==> config.mk <==
export PLATFORM = sky130hd
export DESIGN_NAME = card16_socket_control
export DESIGN_NICKNAME = d
export VERILOG_FILES = /design/src/shared/card16_pkg.sv /design/src/shared/card16_cycle_if.sv /design/src/rtl/card16_cycle_engine.sv /design/src/rtl/card16_socket_control.sv
export SDC_FILE = /design/constraint.sdc
export NUM_CORES = 1
export LEC_CHECK = 0
export BUFFER_PORTS_ARGS = -buffer_cell sky130_fd_sc_hd__buf_2
export CELL_PAD_IN_SITES_DETAIL_PLACEMENT = 1
export CELL_PAD_IN_SITES_GLOBAL_PLACEMENT = 2
export CORE_MARGIN = 2
export CORE_UTILIZATION = 24
export DETAILED_ROUTE_END_ITERATION = 10
export HOLD_SLACK_MARGIN = 0.15
export PLACE_DENSITY = 0.66
export SYNTH_ARGS = -nofsm -noshare
export SYNTH_HDL_FRONTEND = slang
export SYNTH_HIERARCHICAL = 1
export SYNTH_SLANG_ARGS = --single-unit
==> constraint.sdc <==
create_clock -name CLK_SYS_I -period 2.8 [get_ports CLK_SYS_I]
set_clock_uncertainty 0.05 [all_clocks]
set_input_delay 0 -clock CLK_SYS_I [delete_from_list [all_inputs] [get_ports CLK_SYS_I]]
set_output_delay 0 -clock CLK_SYS_I [all_outputs]
set_load 0.05 [all_outputs]
==> src/shared/card16_pkg.sv <==
// Constants, types and timing for one 16-bit card socket controller.
// Assumes a single 125 MHz system clock; card pins are synchronous to it.
`default_nettype none

package card16_pkg;

  // ----------------------------------------------------------------
  // Timing
  // ----------------------------------------------------------------
  localparam int CLK_PERIOD_NS = 8;
  localparam int SETUP_NS      = 30;
  localparam int STROBE_NS     = 150;
  localparam int HOLD_NS       = 20;
  localparam int SETUP_CYC  = (SETUP_NS + CLK_PERIOD_NS - 1) / CLK_PERIOD_NS;
  localparam int STROBE_CYC = (STROBE_NS + CLK_PERIOD_NS - 1) / CLK_PERIOD_NS;
  localparam int HOLD_CYC   = (HOLD_NS + CLK_PERIOD_NS - 1) / CLK_PERIOD_NS;
  localparam int CNT_W      = 8;

  // ----------------------------------------------------------------
  // Pin levels and codes
  // ----------------------------------------------------------------
  localparam logic PIN_IDLE        = 1'h1;
  localparam logic CARD_RESET_INIT = 1'h1;

  typedef enum logic [1:0] {
    VOLT_5V, VOLT_3V3, VOLT_LOW, VOLT_DUAL
  } volt_class_t;

  // Four-state base so the kind can travel on a wire port.
  typedef enum logic [2:0] {
    KIND_MEM_RD, KIND_MEM_WR, KIND_IO_RD, KIND_IO_WR,
    KIND_DMA_RD, KIND_DMA_WR
  } access_kind_t;

  typedef enum {
    PH_IDLE, PH_SETUP, PH_STROBE, PH_HOLD
  } cycle_phase_t;

endpackage : card16_pkg

`default_nettype wire

==> src/shared/card16_cycle_if.sv <==
// Handshake between the socket controller and its cycle timing engine.
// Assumes both ends sit on the same system clock.
`default_nettype none

interface card16_cycle_if;
  import card16_pkg::*;

  logic         start;
  logic         wait_active;
  cycle_phase_t phase;
  logic         done;

  modport engine (input start, input wait_active,
                  output phase, output done);
  modport ctrl   (output start, output wait_active,
                  input phase, input done);
endinterface : card16_cycle_if

`default_nettype wire

==> src/rtl/card16_cycle_engine.sv <==
// Setup, strobe and hold sequencer for one card access.
// Assumes start is only pulsed while the phase is idle.
`default_nettype none

module card16_cycle_engine (
  input wire logic          clk_i,
  input wire logic          rst_b_i,
  card16_cycle_if.engine    cyc
);
  import card16_pkg::*;

  logic [CNT_W-1:0] cnt;

  // ----------------------------------------------------------------
  // Phase sequencing
  // ----------------------------------------------------------------
  always_ff @(posedge clk_i or negedge rst_b_i) begin
    if (!rst_b_i) begin
      cyc.phase <= PH_IDLE;
      cnt       <= '0;
    end else begin
      case (cyc.phase)
        PH_IDLE: begin
          if (cyc.start) begin
            cyc.phase <= PH_SETUP;
            cnt       <= CNT_W'(SETUP_CYC - 1);
          end
        end
        PH_SETUP: begin
          if (cnt == '0) begin
            cyc.phase <= PH_STROBE;
            cnt       <= CNT_W'(STROBE_CYC - 1);
          end else begin
            cnt <= cnt - 1'b1;
          end
        end
        PH_STROBE: begin
          // The strobe never ends while the card asks for more time.
          if (cnt != '0) begin
            cnt <= cnt - 1'b1;
          end else if (!cyc.wait_active) begin
            cyc.phase <= PH_HOLD;
            cnt       <= CNT_W'(HOLD_CYC - 1);
          end
        end
        PH_HOLD: begin
          if (cnt == '0) begin
            cyc.phase <= PH_IDLE;
          end else begin
            cnt <= cnt - 1'b1;
          end
        end
        default: cyc.phase <= PH_IDLE;
      endcase
    end
  end

  always_ff @(posedge clk_i or negedge rst_b_i) begin
    if (!rst_b_i) begin
      cyc.done <= 1'b0;
    end else begin
      cyc.done <= (cyc.phase == PH_HOLD) && (cnt == '0);
    end
  end
endmodule : card16_cycle_engine

`default_nettype wire

==> src/rtl/card16_socket_control.sv <==
// Control signalling for one 16-bit card socket: strobes, attribute
// select, byte enables, card reset, wait handling and shared status pins.
// Assumes the host side request port and all card inputs are synchronous
// to CLK_SYS_I; instantiate once per socket.
`default_nettype none

module card16_socket_control (
  input  wire logic                      CLK_SYS_I,
  input  wire logic                      RST_B_I,
  // Host request port.
  input  wire logic                      REQ_VALID_I,
  input  wire card16_pkg::access_kind_t  REQ_KIND_I,
  input  wire logic                      REQ_ATTR_I,
  input  wire logic [1:0]                REQ_BYTE_EN_I,
  input  wire logic                      REQ_TC_I,
  output logic                           REQ_READY_O,
  output logic                           DONE_O,
  // Socket configuration.
  input  wire logic                      IO_MODE_I,
  input  wire logic                      DMA_MODE_I,
  input  wire logic                      CARD_RESET_REQ_I,
  // Card control outputs, active low except CARD_RESET_O, which is active high.
  output logic                           EVEN_BYTE_ENABLE_B_O,
  output logic                           ODD_BYTE_ENABLE_B_O,
  output logic                           OE_B_O,
  output logic                           WE_B_O,
  output logic                           IO_READ_STROBE_B_O,
  output logic                           IO_WRITE_STROBE_B_O,
  output logic                           ATTR_SELECT_B_O,
  output logic                           CARD_RESET_O,
  // Card inputs.
  input  wire logic                      WAIT_B_I,
  input  wire logic                      READY_IRQ_PIN_I,
  input  wire logic                      WP_PIN_I,
  input  wire logic                      VOLTAGE_SENSE_ONE_B_I,
  input  wire logic                      VOLTAGE_SENSE_TWO_B_I,
  // Decoded status.
  output logic                           CARD_READY_O,
  output logic                           CARD_INTERRUPT_REQUEST_O,
  output logic                           WRITE_PROTECT_O,
  output logic                           SIXTEEN_BIT_PORT_INDICATION_O,
  output logic                           DMA_REQUEST_O,
  output card16_pkg::volt_class_t        VOLTAGE_CLASS_O
);
  import card16_pkg::*;

  // ----------------------------------------------------------------
  // Helpers
  // ----------------------------------------------------------------
  function automatic volt_class_t volt_decode(input logic vs1_b,
                                              input logic vs2_b);
    volt_class_t v;
    case ({vs2_b, vs1_b})
      2'h3:    v = VOLT_5V;
      2'h2:    v = VOLT_3V3;
      2'h1:    v = VOLT_DUAL;
      default: v = VOLT_LOW;
    endcase
    return v;
  endfunction

  function automatic logic is_dma(input access_kind_t k);
    return (k == KIND_DMA_RD) || (k == KIND_DMA_WR);
  endfunction

  function automatic logic is_io(input access_kind_t k);
    return (k == KIND_IO_RD) || (k == KIND_IO_WR);
  endfunction

  card16_cycle_if cyc ();

  access_kind_t kind_q;
  logic         attr_q;
  logic [1:0]   be_q;
  logic         tc_q;
  logic         busy;
  logic         take;
  logic         active;
  logic         strobe;
  logic         next_attr_b;
  logic         next_oe_b;
  logic         next_we_b;
  logic         next_io_read_strobe_b;
  logic         next_io_write_strobe_b;

  assign take            = REQ_VALID_I && REQ_READY_O;
  assign cyc.start       = take;
  assign cyc.wait_active = !WAIT_B_I;

  card16_cycle_engine u_engine (
    .clk_i   (CLK_SYS_I),
    .rst_b_i (RST_B_I),
    .cyc     (cyc.engine)
  );

  // ----------------------------------------------------------------
  // Request capture
  // ----------------------------------------------------------------
  always_ff @(posedge CLK_SYS_I or negedge RST_B_I) begin
    if (!RST_B_I) begin
      kind_q <= KIND_MEM_RD;
      attr_q <= 1'b0;
      be_q   <= 2'h0;
      tc_q   <= 1'b0;
    end else if (take) begin
      kind_q <= REQ_KIND_I;
      attr_q <= REQ_ATTR_I;
      be_q   <= REQ_BYTE_EN_I;
      tc_q   <= REQ_TC_I;
    end
  end

  always_ff @(posedge CLK_SYS_I or negedge RST_B_I) begin
    if (!RST_B_I) begin
      busy <= 1'b0;
    end else if (take) begin
      busy <= 1'b1;
    end else if (cyc.done) begin
      busy <= 1'b0;
    end
  end

  // Requests are refused while the card is held in reset.
  always_ff @(posedge CLK_SYS_I or negedge RST_B_I) begin
    if (!RST_B_I) begin
      REQ_READY_O <= 1'b0;
      DONE_O      <= 1'b0;
    end else begin
      REQ_READY_O <= !CARD_RESET_REQ_I && !take && (!busy || cyc.done);
      DONE_O      <= cyc.done;
    end
  end

  always_ff @(posedge CLK_SYS_I or negedge RST_B_I) begin
    if (!RST_B_I) begin
      CARD_RESET_O <= CARD_RESET_INIT;
    end else begin
      CARD_RESET_O <= CARD_RESET_REQ_I;
    end
  end

  // ----------------------------------------------------------------
  // Strobe and select decode
  // ----------------------------------------------------------------
  assign active = (cyc.phase != PH_IDLE);
  assign strobe = (cyc.phase == PH_STROBE);

  always_comb begin
    // Common memory never sees attribute select; I/O and DMA always do.
    next_attr_b = !(active && (attr_q || is_io(kind_q) ||
                   is_dma(kind_q)));
    next_oe_b   = !(strobe && ((kind_q == KIND_MEM_RD) ||
                   (kind_q == KIND_DMA_WR && tc_q)));
    next_we_b   = !(strobe && ((kind_q == KIND_MEM_WR) ||
                   (kind_q == KIND_DMA_RD && tc_q)));
    next_io_read_strobe_b = !(strobe && ((kind_q == KIND_IO_RD) ||
                   (kind_q == KIND_DMA_WR)));
    next_io_write_strobe_b = !(strobe && ((kind_q == KIND_IO_WR) ||
                   (kind_q == KIND_DMA_RD)));
  end

  // Pins follow the engine phase one cycle late; the setup and hold
  // phases absorb that lag on both edges of the strobe.
  always_ff @(posedge CLK_SYS_I or negedge RST_B_I) begin
    if (!RST_B_I) begin
      EVEN_BYTE_ENABLE_B_O <= PIN_IDLE;
      ODD_BYTE_ENABLE_B_O  <= PIN_IDLE;
      OE_B_O               <= PIN_IDLE;
      WE_B_O               <= PIN_IDLE;
      IO_READ_STROBE_B_O   <= PIN_IDLE;
      IO_WRITE_STROBE_B_O  <= PIN_IDLE;
      ATTR_SELECT_B_O      <= PIN_IDLE;
    end else begin
      EVEN_BYTE_ENABLE_B_O <= !(active && be_q[0]);
      ODD_BYTE_ENABLE_B_O  <= !(active && be_q[1]);
      OE_B_O               <= next_oe_b;
      WE_B_O               <= next_we_b;
      IO_READ_STROBE_B_O   <= next_io_read_strobe_b;
      IO_WRITE_STROBE_B_O  <= next_io_write_strobe_b;
      ATTR_SELECT_B_O      <= next_attr_b;
    end
  end

  // ----------------------------------------------------------------
  // Shared status pins
  // ----------------------------------------------------------------
  // The ready and protect pins mean different things per mode, so each
  // decoded output is forced inactive outside the mode that defines it.
  always_ff @(posedge CLK_SYS_I or negedge RST_B_I) begin
    if (!RST_B_I) begin
      CARD_READY_O                  <= 1'b0;
      CARD_INTERRUPT_REQUEST_O      <= 1'b0;
      WRITE_PROTECT_O               <= 1'b0;
      SIXTEEN_BIT_PORT_INDICATION_O <= 1'b0;
      DMA_REQUEST_O                 <= 1'b0;
    end else begin
      CARD_READY_O                  <= !IO_MODE_I && READY_IRQ_PIN_I;
      CARD_INTERRUPT_REQUEST_O      <= IO_MODE_I && !READY_IRQ_PIN_I;
      WRITE_PROTECT_O <= !IO_MODE_I && !DMA_MODE_I && WP_PIN_I;
      SIXTEEN_BIT_PORT_INDICATION_O <=
        IO_MODE_I && !DMA_MODE_I && !WP_PIN_I;
      DMA_REQUEST_O                 <= DMA_MODE_I && WP_PIN_I;
    end
  end

  always_ff @(posedge CLK_SYS_I or negedge RST_B_I) begin
    if (!RST_B_I) begin
      VOLTAGE_CLASS_O <= VOLT_5V;
    end else begin
      VOLTAGE_CLASS_O <= volt_decode(VOLTAGE_SENSE_ONE_B_I,
                                     VOLTAGE_SENSE_TWO_B_I);
    end
  end
endmodule : card16_socket_control

`default_nettype wire

==> results_tabular.tex <==
\begin{tabular}{lr}
\hline
Metric & Value \\
\hline
\multicolumn{2}{l}{\textbf{Floorplanning}} \\
\quad Core area & 0.008678 mm2 \\
\quad Width of the die & 98.56 um \\
\quad Number of primary I/O pins & 35 \\
\quad Starting Density & 0.2473 \\
\quad Die Span Y & between 90 and 100 um \\
\quad Total die area & 0.009713 mm2 \\
\quad Placement Rows & 34 \\
\multicolumn{2}{l}{\textbf{Clock network}} \\
\quad TritonCTS clock tree & done \\
\quad Maximum count of clock buffers along a single path & 2 \\
\quad Number of clock sinks & 36 \\
\quad Number of CTS-inserted buffers & 5 \\
\quad Cts repair resizes & 0 \\
\quad Buffer cell driving the clock tree root & sky130\_fd\_sc\_hd\_\_clkbuf\_8 \\
\quad Clock-pin slew reported for the worst setup and hold paths after clock tree synthesis & approximately 80 ps \\
\quad Worst-Skew Late Latency & 290 ps \\
\quad H-tree depth & 2 \\
\multicolumn{2}{l}{\textbf{Pwr}} \\
\quad Fraction of power consumed by sequential logic & 0.514 \\
\quad Switch share & 0.2551 \\
\quad Net switching power & approximately 0.26 mW \\
\quad Static Leakage & about 1.2 nW \\
\quad Total power after layout & between 1 and 1.5 mW \\
\quad Power density over the cells & around 390 mW/mm2 \\
\quad Logic gate share of total power & 0.096 \\
\quad Proportion of power drawn by the clock network & 0.389 \\
\quad Worst supply voltage drop on vdd & about 0.22 mV \\
\quad Internal power & 0.7661 mW \\
\multicolumn{2}{l}{\textbf{Final layout}} \\
\quad Nets@finish & $\sim$280 \\
\quad Antenna Cells & 0 \\
\quad Fin cells & 366 \\
\quad Fin area & 0.002625 mm2 \\
\quad Syn-to-layout area delta & 22.33\% \\
\quad Finished Core Util & 0.3025 \\
\quad Fraction of layout cells with a size suffix above 1 & 0.3023 \\
\multicolumn{2}{l}{\textbf{Timing}} \\
\quad Final Hold Violating Endpoints & 0 \\
\quad Setup repair after global routing missed its margin & no \\
\quad Pin slew with the least headroom to its limit & 833.0 ps \\
\quad Timing-limited maximum frequency & 429.9 MHz \\
\quad Crit path time final & 2326 ps \\
\quad Number of failing setup endpoints in the final timing report & 0 \\
\quad Final Worst Setup Slack & 473.6 ps \\
\quad Total negative slack & 0 ps \\
\quad Final worst-path cycle share & 0.8308 \\
\quad Worst-case headroom to the max-slew limit & 0.4447 \\
\quad Hold Worst Slack & 194.7 ps \\
\quad Final-report max-slew violation count & 0 \\
\multicolumn{2}{l}{\textbf{Global routing}} \\
\quad Initial antenna violation count & 0 \\
\quad Total congestion overflow & 0 \\
\quad Number of global-route vias before repair & 1,664 \\
\quad Maximum number of pins on one net before global-route repair & 37 \\
\quad Total routing usage reported by global routing & 0.1034 \\
\quad Wire length of the first global-routing pass & approximately 8000 um \\
\multicolumn{2}{l}{\textbf{Critical path}} \\
\quad Req. time, crit path & 2930 ps \\
\quad CP Max Fanout & 5 \\
\quad Worst path arrival time & approximately 2500 ps \\
\quad Critical Path Sink Type & register \\
\quad Flop-to-flop setup slack & 470 ps \\
\quad Worst flop-to-flop path startpoint & u\_engine/cnt[0]\$\_DFFE\_PN0P\_ \\
\quad Worst setup path startpoint & u\_engine/cnt[0]\$\_DFFE\_PN0P\_ \\
\quad Number of cells traversed by the worst register-to-register path & 6 \\
\quad Capturing instance or port of the critical path & u\_engine/cyc.phase[1]\$\_DFFE\_PN0P\_ \\
\quad Critical register-to-register path endpoint & u\_engine/cyc.phase[1]\$\_DFFE\_PN0P\_ \\
\quad Category of the most critical setup path & reg2reg \\
\quad Startpoint types & register \\
\multicolumn{2}{l}{\textbf{Drt}} \\
\quad Number of vias in the routed layout & 1,559 \\
\quad Number of search-and-repair iterations in the first detailed-routing pass & 4 \\
\quad Mean number of vias per cell & 4.260 \\
\quad Drt initial violations & between 60 and 70 \\
\quad Number of nets still failing antenna checks after routing & 0 \\
\quad Uppermost routed layer & met4 \\
\quad Routed wire length & 4658 um \\
\quad Detail Route met3 WL & 162 um \\
\quad Met1 routed wirelength after detailed routing & 2190 um \\
\quad WL per Instance & 12.73 um \\
\quad Met2 wire len & between 2000 and 2500 um \\
\quad DRC violations left & 0 \\
\multicolumn{2}{l}{\textbf{Synthesis}} \\
\quad Synthesis-stage register bit count & 36 \\
\quad Count of mapped cells out of synthesis & 199 \\
\quad Predominant post-synthesis flop cell & sky130\_fd\_sc\_hd\_\_dfrtp\_1 \\
\quad Avg Cell Area, Syn & 10.78 um2 \\
\quad Post-synthesis cell area & 0.002146 mm2 \\
\quad Number of enable flip-flop cells after synthesis & 0 \\
\quad Share of synthesized area occupied by flip-flops and latches & 0.4245 \\
\quad Synthesis warning total & 6 \\
\quad Async set-or-reset flop fraction in the synthesized netlist & 1.000 \\
\quad Number of distinct library cell variants in the gate-level netlist after synthesis & 49 \\
\multicolumn{2}{l}{\textbf{Place}} \\
\quad Instance count after placement with tap cells included & 339 \\
\quad Port buffer count & 34 \\
\quad Half-perimeter wire length of the detailed placement result & about 3500 um \\
\quad Post-placement worst setup slack & $\sim$510 ps \\
\quad Placed standard-cell area & 0.002338 mm2 \\
\quad Global placement routability congestion & 0.7874 \\
\multicolumn{2}{l}{\textbf{Status}} \\
\quad Status & finished, final reports clean \\
\multicolumn{2}{l}{\textbf{Min path}} \\
\quad Kind of path behind the tightest hold check & in2reg \\
\multicolumn{2}{l}{\textbf{Job}} \\
\quad Max-Cap Viols & 0 \\
\hline
\end{tabular}
==> cells in the mapped netlist (4+ instances only) <==
master / instances / area share
sky130_fd_sc_hd__nand4_1: 7 / 0.020
sky130_fd_sc_hd__nor2_1: 9 / 0.016
sky130_fd_sc_hd__mux2i_1: 4 / 0.019
sky130_fd_sc_hd__inv_1: 13 / 0.023
sky130_fd_sc_hd__nor3b_1: 4 / 0.014
sky130_fd_sc_hd__o31ai_1: 4 / 0.014
sky130_fd_sc_hd__dfrtp_1: 28 / 0.33
sky130_fd_sc_hd__ha_1: 8 / 0.047
sky130_fd_sc_hd__nor4_4: 5 / 0.050
sky130_fd_sc_hd__o21ai_0: 10 / 0.023
sky130_fd_sc_hd__nor3_1: 5 / 0.012
sky130_fd_sc_hd__a21oi_1: 5 / 0.012
sky130_fd_sc_hd__mux2_2: 8 / 0.042
sky130_fd_sc_hd__buf_4: 30 / 0.10
sky130_fd_sc_hd__dfstp_2: 8 / 0.098
sky130_fd_sc_hd__nand2_1: 5 / 0.0087
==> final cells by class <==
class	instances	area [um2]
repair buffers	55	375.4
multi-input cells	146	1059
flip-flops and latches	36	910.9
well taps	108	135.1
clock inverters	2	13.76
clock buffers	6	82.58
inverters	13	48.80
fillers	1018	6053
==> metal layers <==
metal  track usage  vias up
li1              -      768
met1        0.1352      754
met2        0.1675       31
met3       0.02340        6
met4       0.03899        0
met5             0        -
==> critical path: stages (launching register included) <==
cell                       delay [ps]
sky130_fd_sc_hd__dfrtp_1          380
sky130_fd_sc_hd__inv_1            110
sky130_fd_sc_hd__ha_1             220
sky130_fd_sc_hd__nor3b_1          460
sky130_fd_sc_hd__nand2_2          170
sky130_fd_sc_hd__a222oi_1         450
sky130_fd_sc_hd__mux2_1           360
==> logic make-up (layout without fill, tap and decap cells) <==
| kind of cell | after synthesis | count (layout) | share of synthesized area |
|---|---|---|---|
| simple gates | 61 | 61 | 0.2163 |
| buf+inv | 46 | 76 | 0.1329 |
| flops | 36 | 36 | 0.4245 |
| compound gates | 32 | 32 | 0.1038 |
| mux | 13 | 13 | 0.06589 |
| fa+ha+maj | 8 | 8 | 0.04665 |
| xor+xnor | 2 | 2 | 0.008165 |
| other cells | 1 | 30 | 0.001748 |
==> cell usage in the layout (no fill, tap or decap), types with 3 or more instances in the layout <==
cell type | Yosys | routed
sky130_fd_sc_hd__nand4_1 | 7 | 7
sky130_fd_sc_hd__nor3b_1 | 4 | 4
sky130_fd_sc_hd__conb_1 | 1 | 30
sky130_fd_sc_hd__clkbuf_8 | 0 | 6
sky130_fd_sc_hd__mux2_2 | 8 | 8
sky130_fd_sc_hd__or2_2 | 3 | 3
sky130_fd_sc_hd__mux2i_1 | 4 | 4
sky130_fd_sc_hd__nand2b_1 | 3 | 3
sky130_fd_sc_hd__a21oi_1 | 5 | 5
sky130_fd_sc_hd__dfrtp_1 | 28 | 28
sky130_fd_sc_hd__nand2_1 | 5 | 5
sky130_fd_sc_hd__inv_1 | 13 | 13
sky130_fd_sc_hd__buf_2 | 0 | 34
sky130_fd_sc_hd__nor4_2 | 3 | 3
sky130_fd_sc_hd__dfstp_2 | 8 | 8
sky130_fd_sc_hd__nor2b_1 | 3 | 3
sky130_fd_sc_hd__nor3_1 | 5 | 5
sky130_fd_sc_hd__dlygate4sd3_1 | 0 | 19
sky130_fd_sc_hd__ha_1 | 8 | 8
sky130_fd_sc_hd__o31ai_1 | 4 | 4
sky130_fd_sc_hd__nor4_4 | 5 | 5
sky130_fd_sc_hd__o21ai_0 | 10 | 10
sky130_fd_sc_hd__nor2_1 | 9 | 9
==> worst min path at each step <==
stage / from / endpoint / cells after the start
after floorplan: RST_B_I / CARD_INTERRUPT_REQUEST_O$_DFF_PN0_ / 0
after global placement: CARD_RESET_REQ_I / CARD_RESET_O$_DFF_PN1_ / 1
after detailed placement: CARD_RESET_REQ_I / CARD_RESET_O$_DFF_PN1_ / 1
after CTS: WAIT_B_I / u_engine/cyc.phase[0]$_DFFE_PN0P_ / 4
after global routing: WAIT_B_I / u_engine/cyc.phase[0]$_DFFE_PN0P_ / 4
final: WAIT_B_I / u_engine/cyc.phase[0]$_DFFE_PN0P_ / 4
==> repair_timing <==
item                      in CTS  in global routing
setup buffers                  0                  0
hold buffers                  19                  0
hold endpoints to repair      44                  0
==> power groups by stage <==
| stage | sequential [mW] | clock [mW] | combinational [mW] |
|---|---|---|---|
| after floorplan | 0.563 | 0 | 0.0526 |
| after global placement | 0.538 | 0 | 0.0788 |
| after detailed placement | 0.538 | 0 | 0.0793 |
| after CTS | 0.529 | 0.420 | 0.0996 |
| after global routing | 0.530 | 0.446 | 0.110 |
| final | 0.529 | 0.400 | 0.0992 |
==> sequential cells by signal, summed over array words and instances (netlist names), 2 cells and up <==
register and count:
VOLTAGE_CLASS_O 2, be_q 2, u_engine/cnt 8, u_engine/cyc.phase 2
kind_q 3
Power figures use the tool's default switching activity.
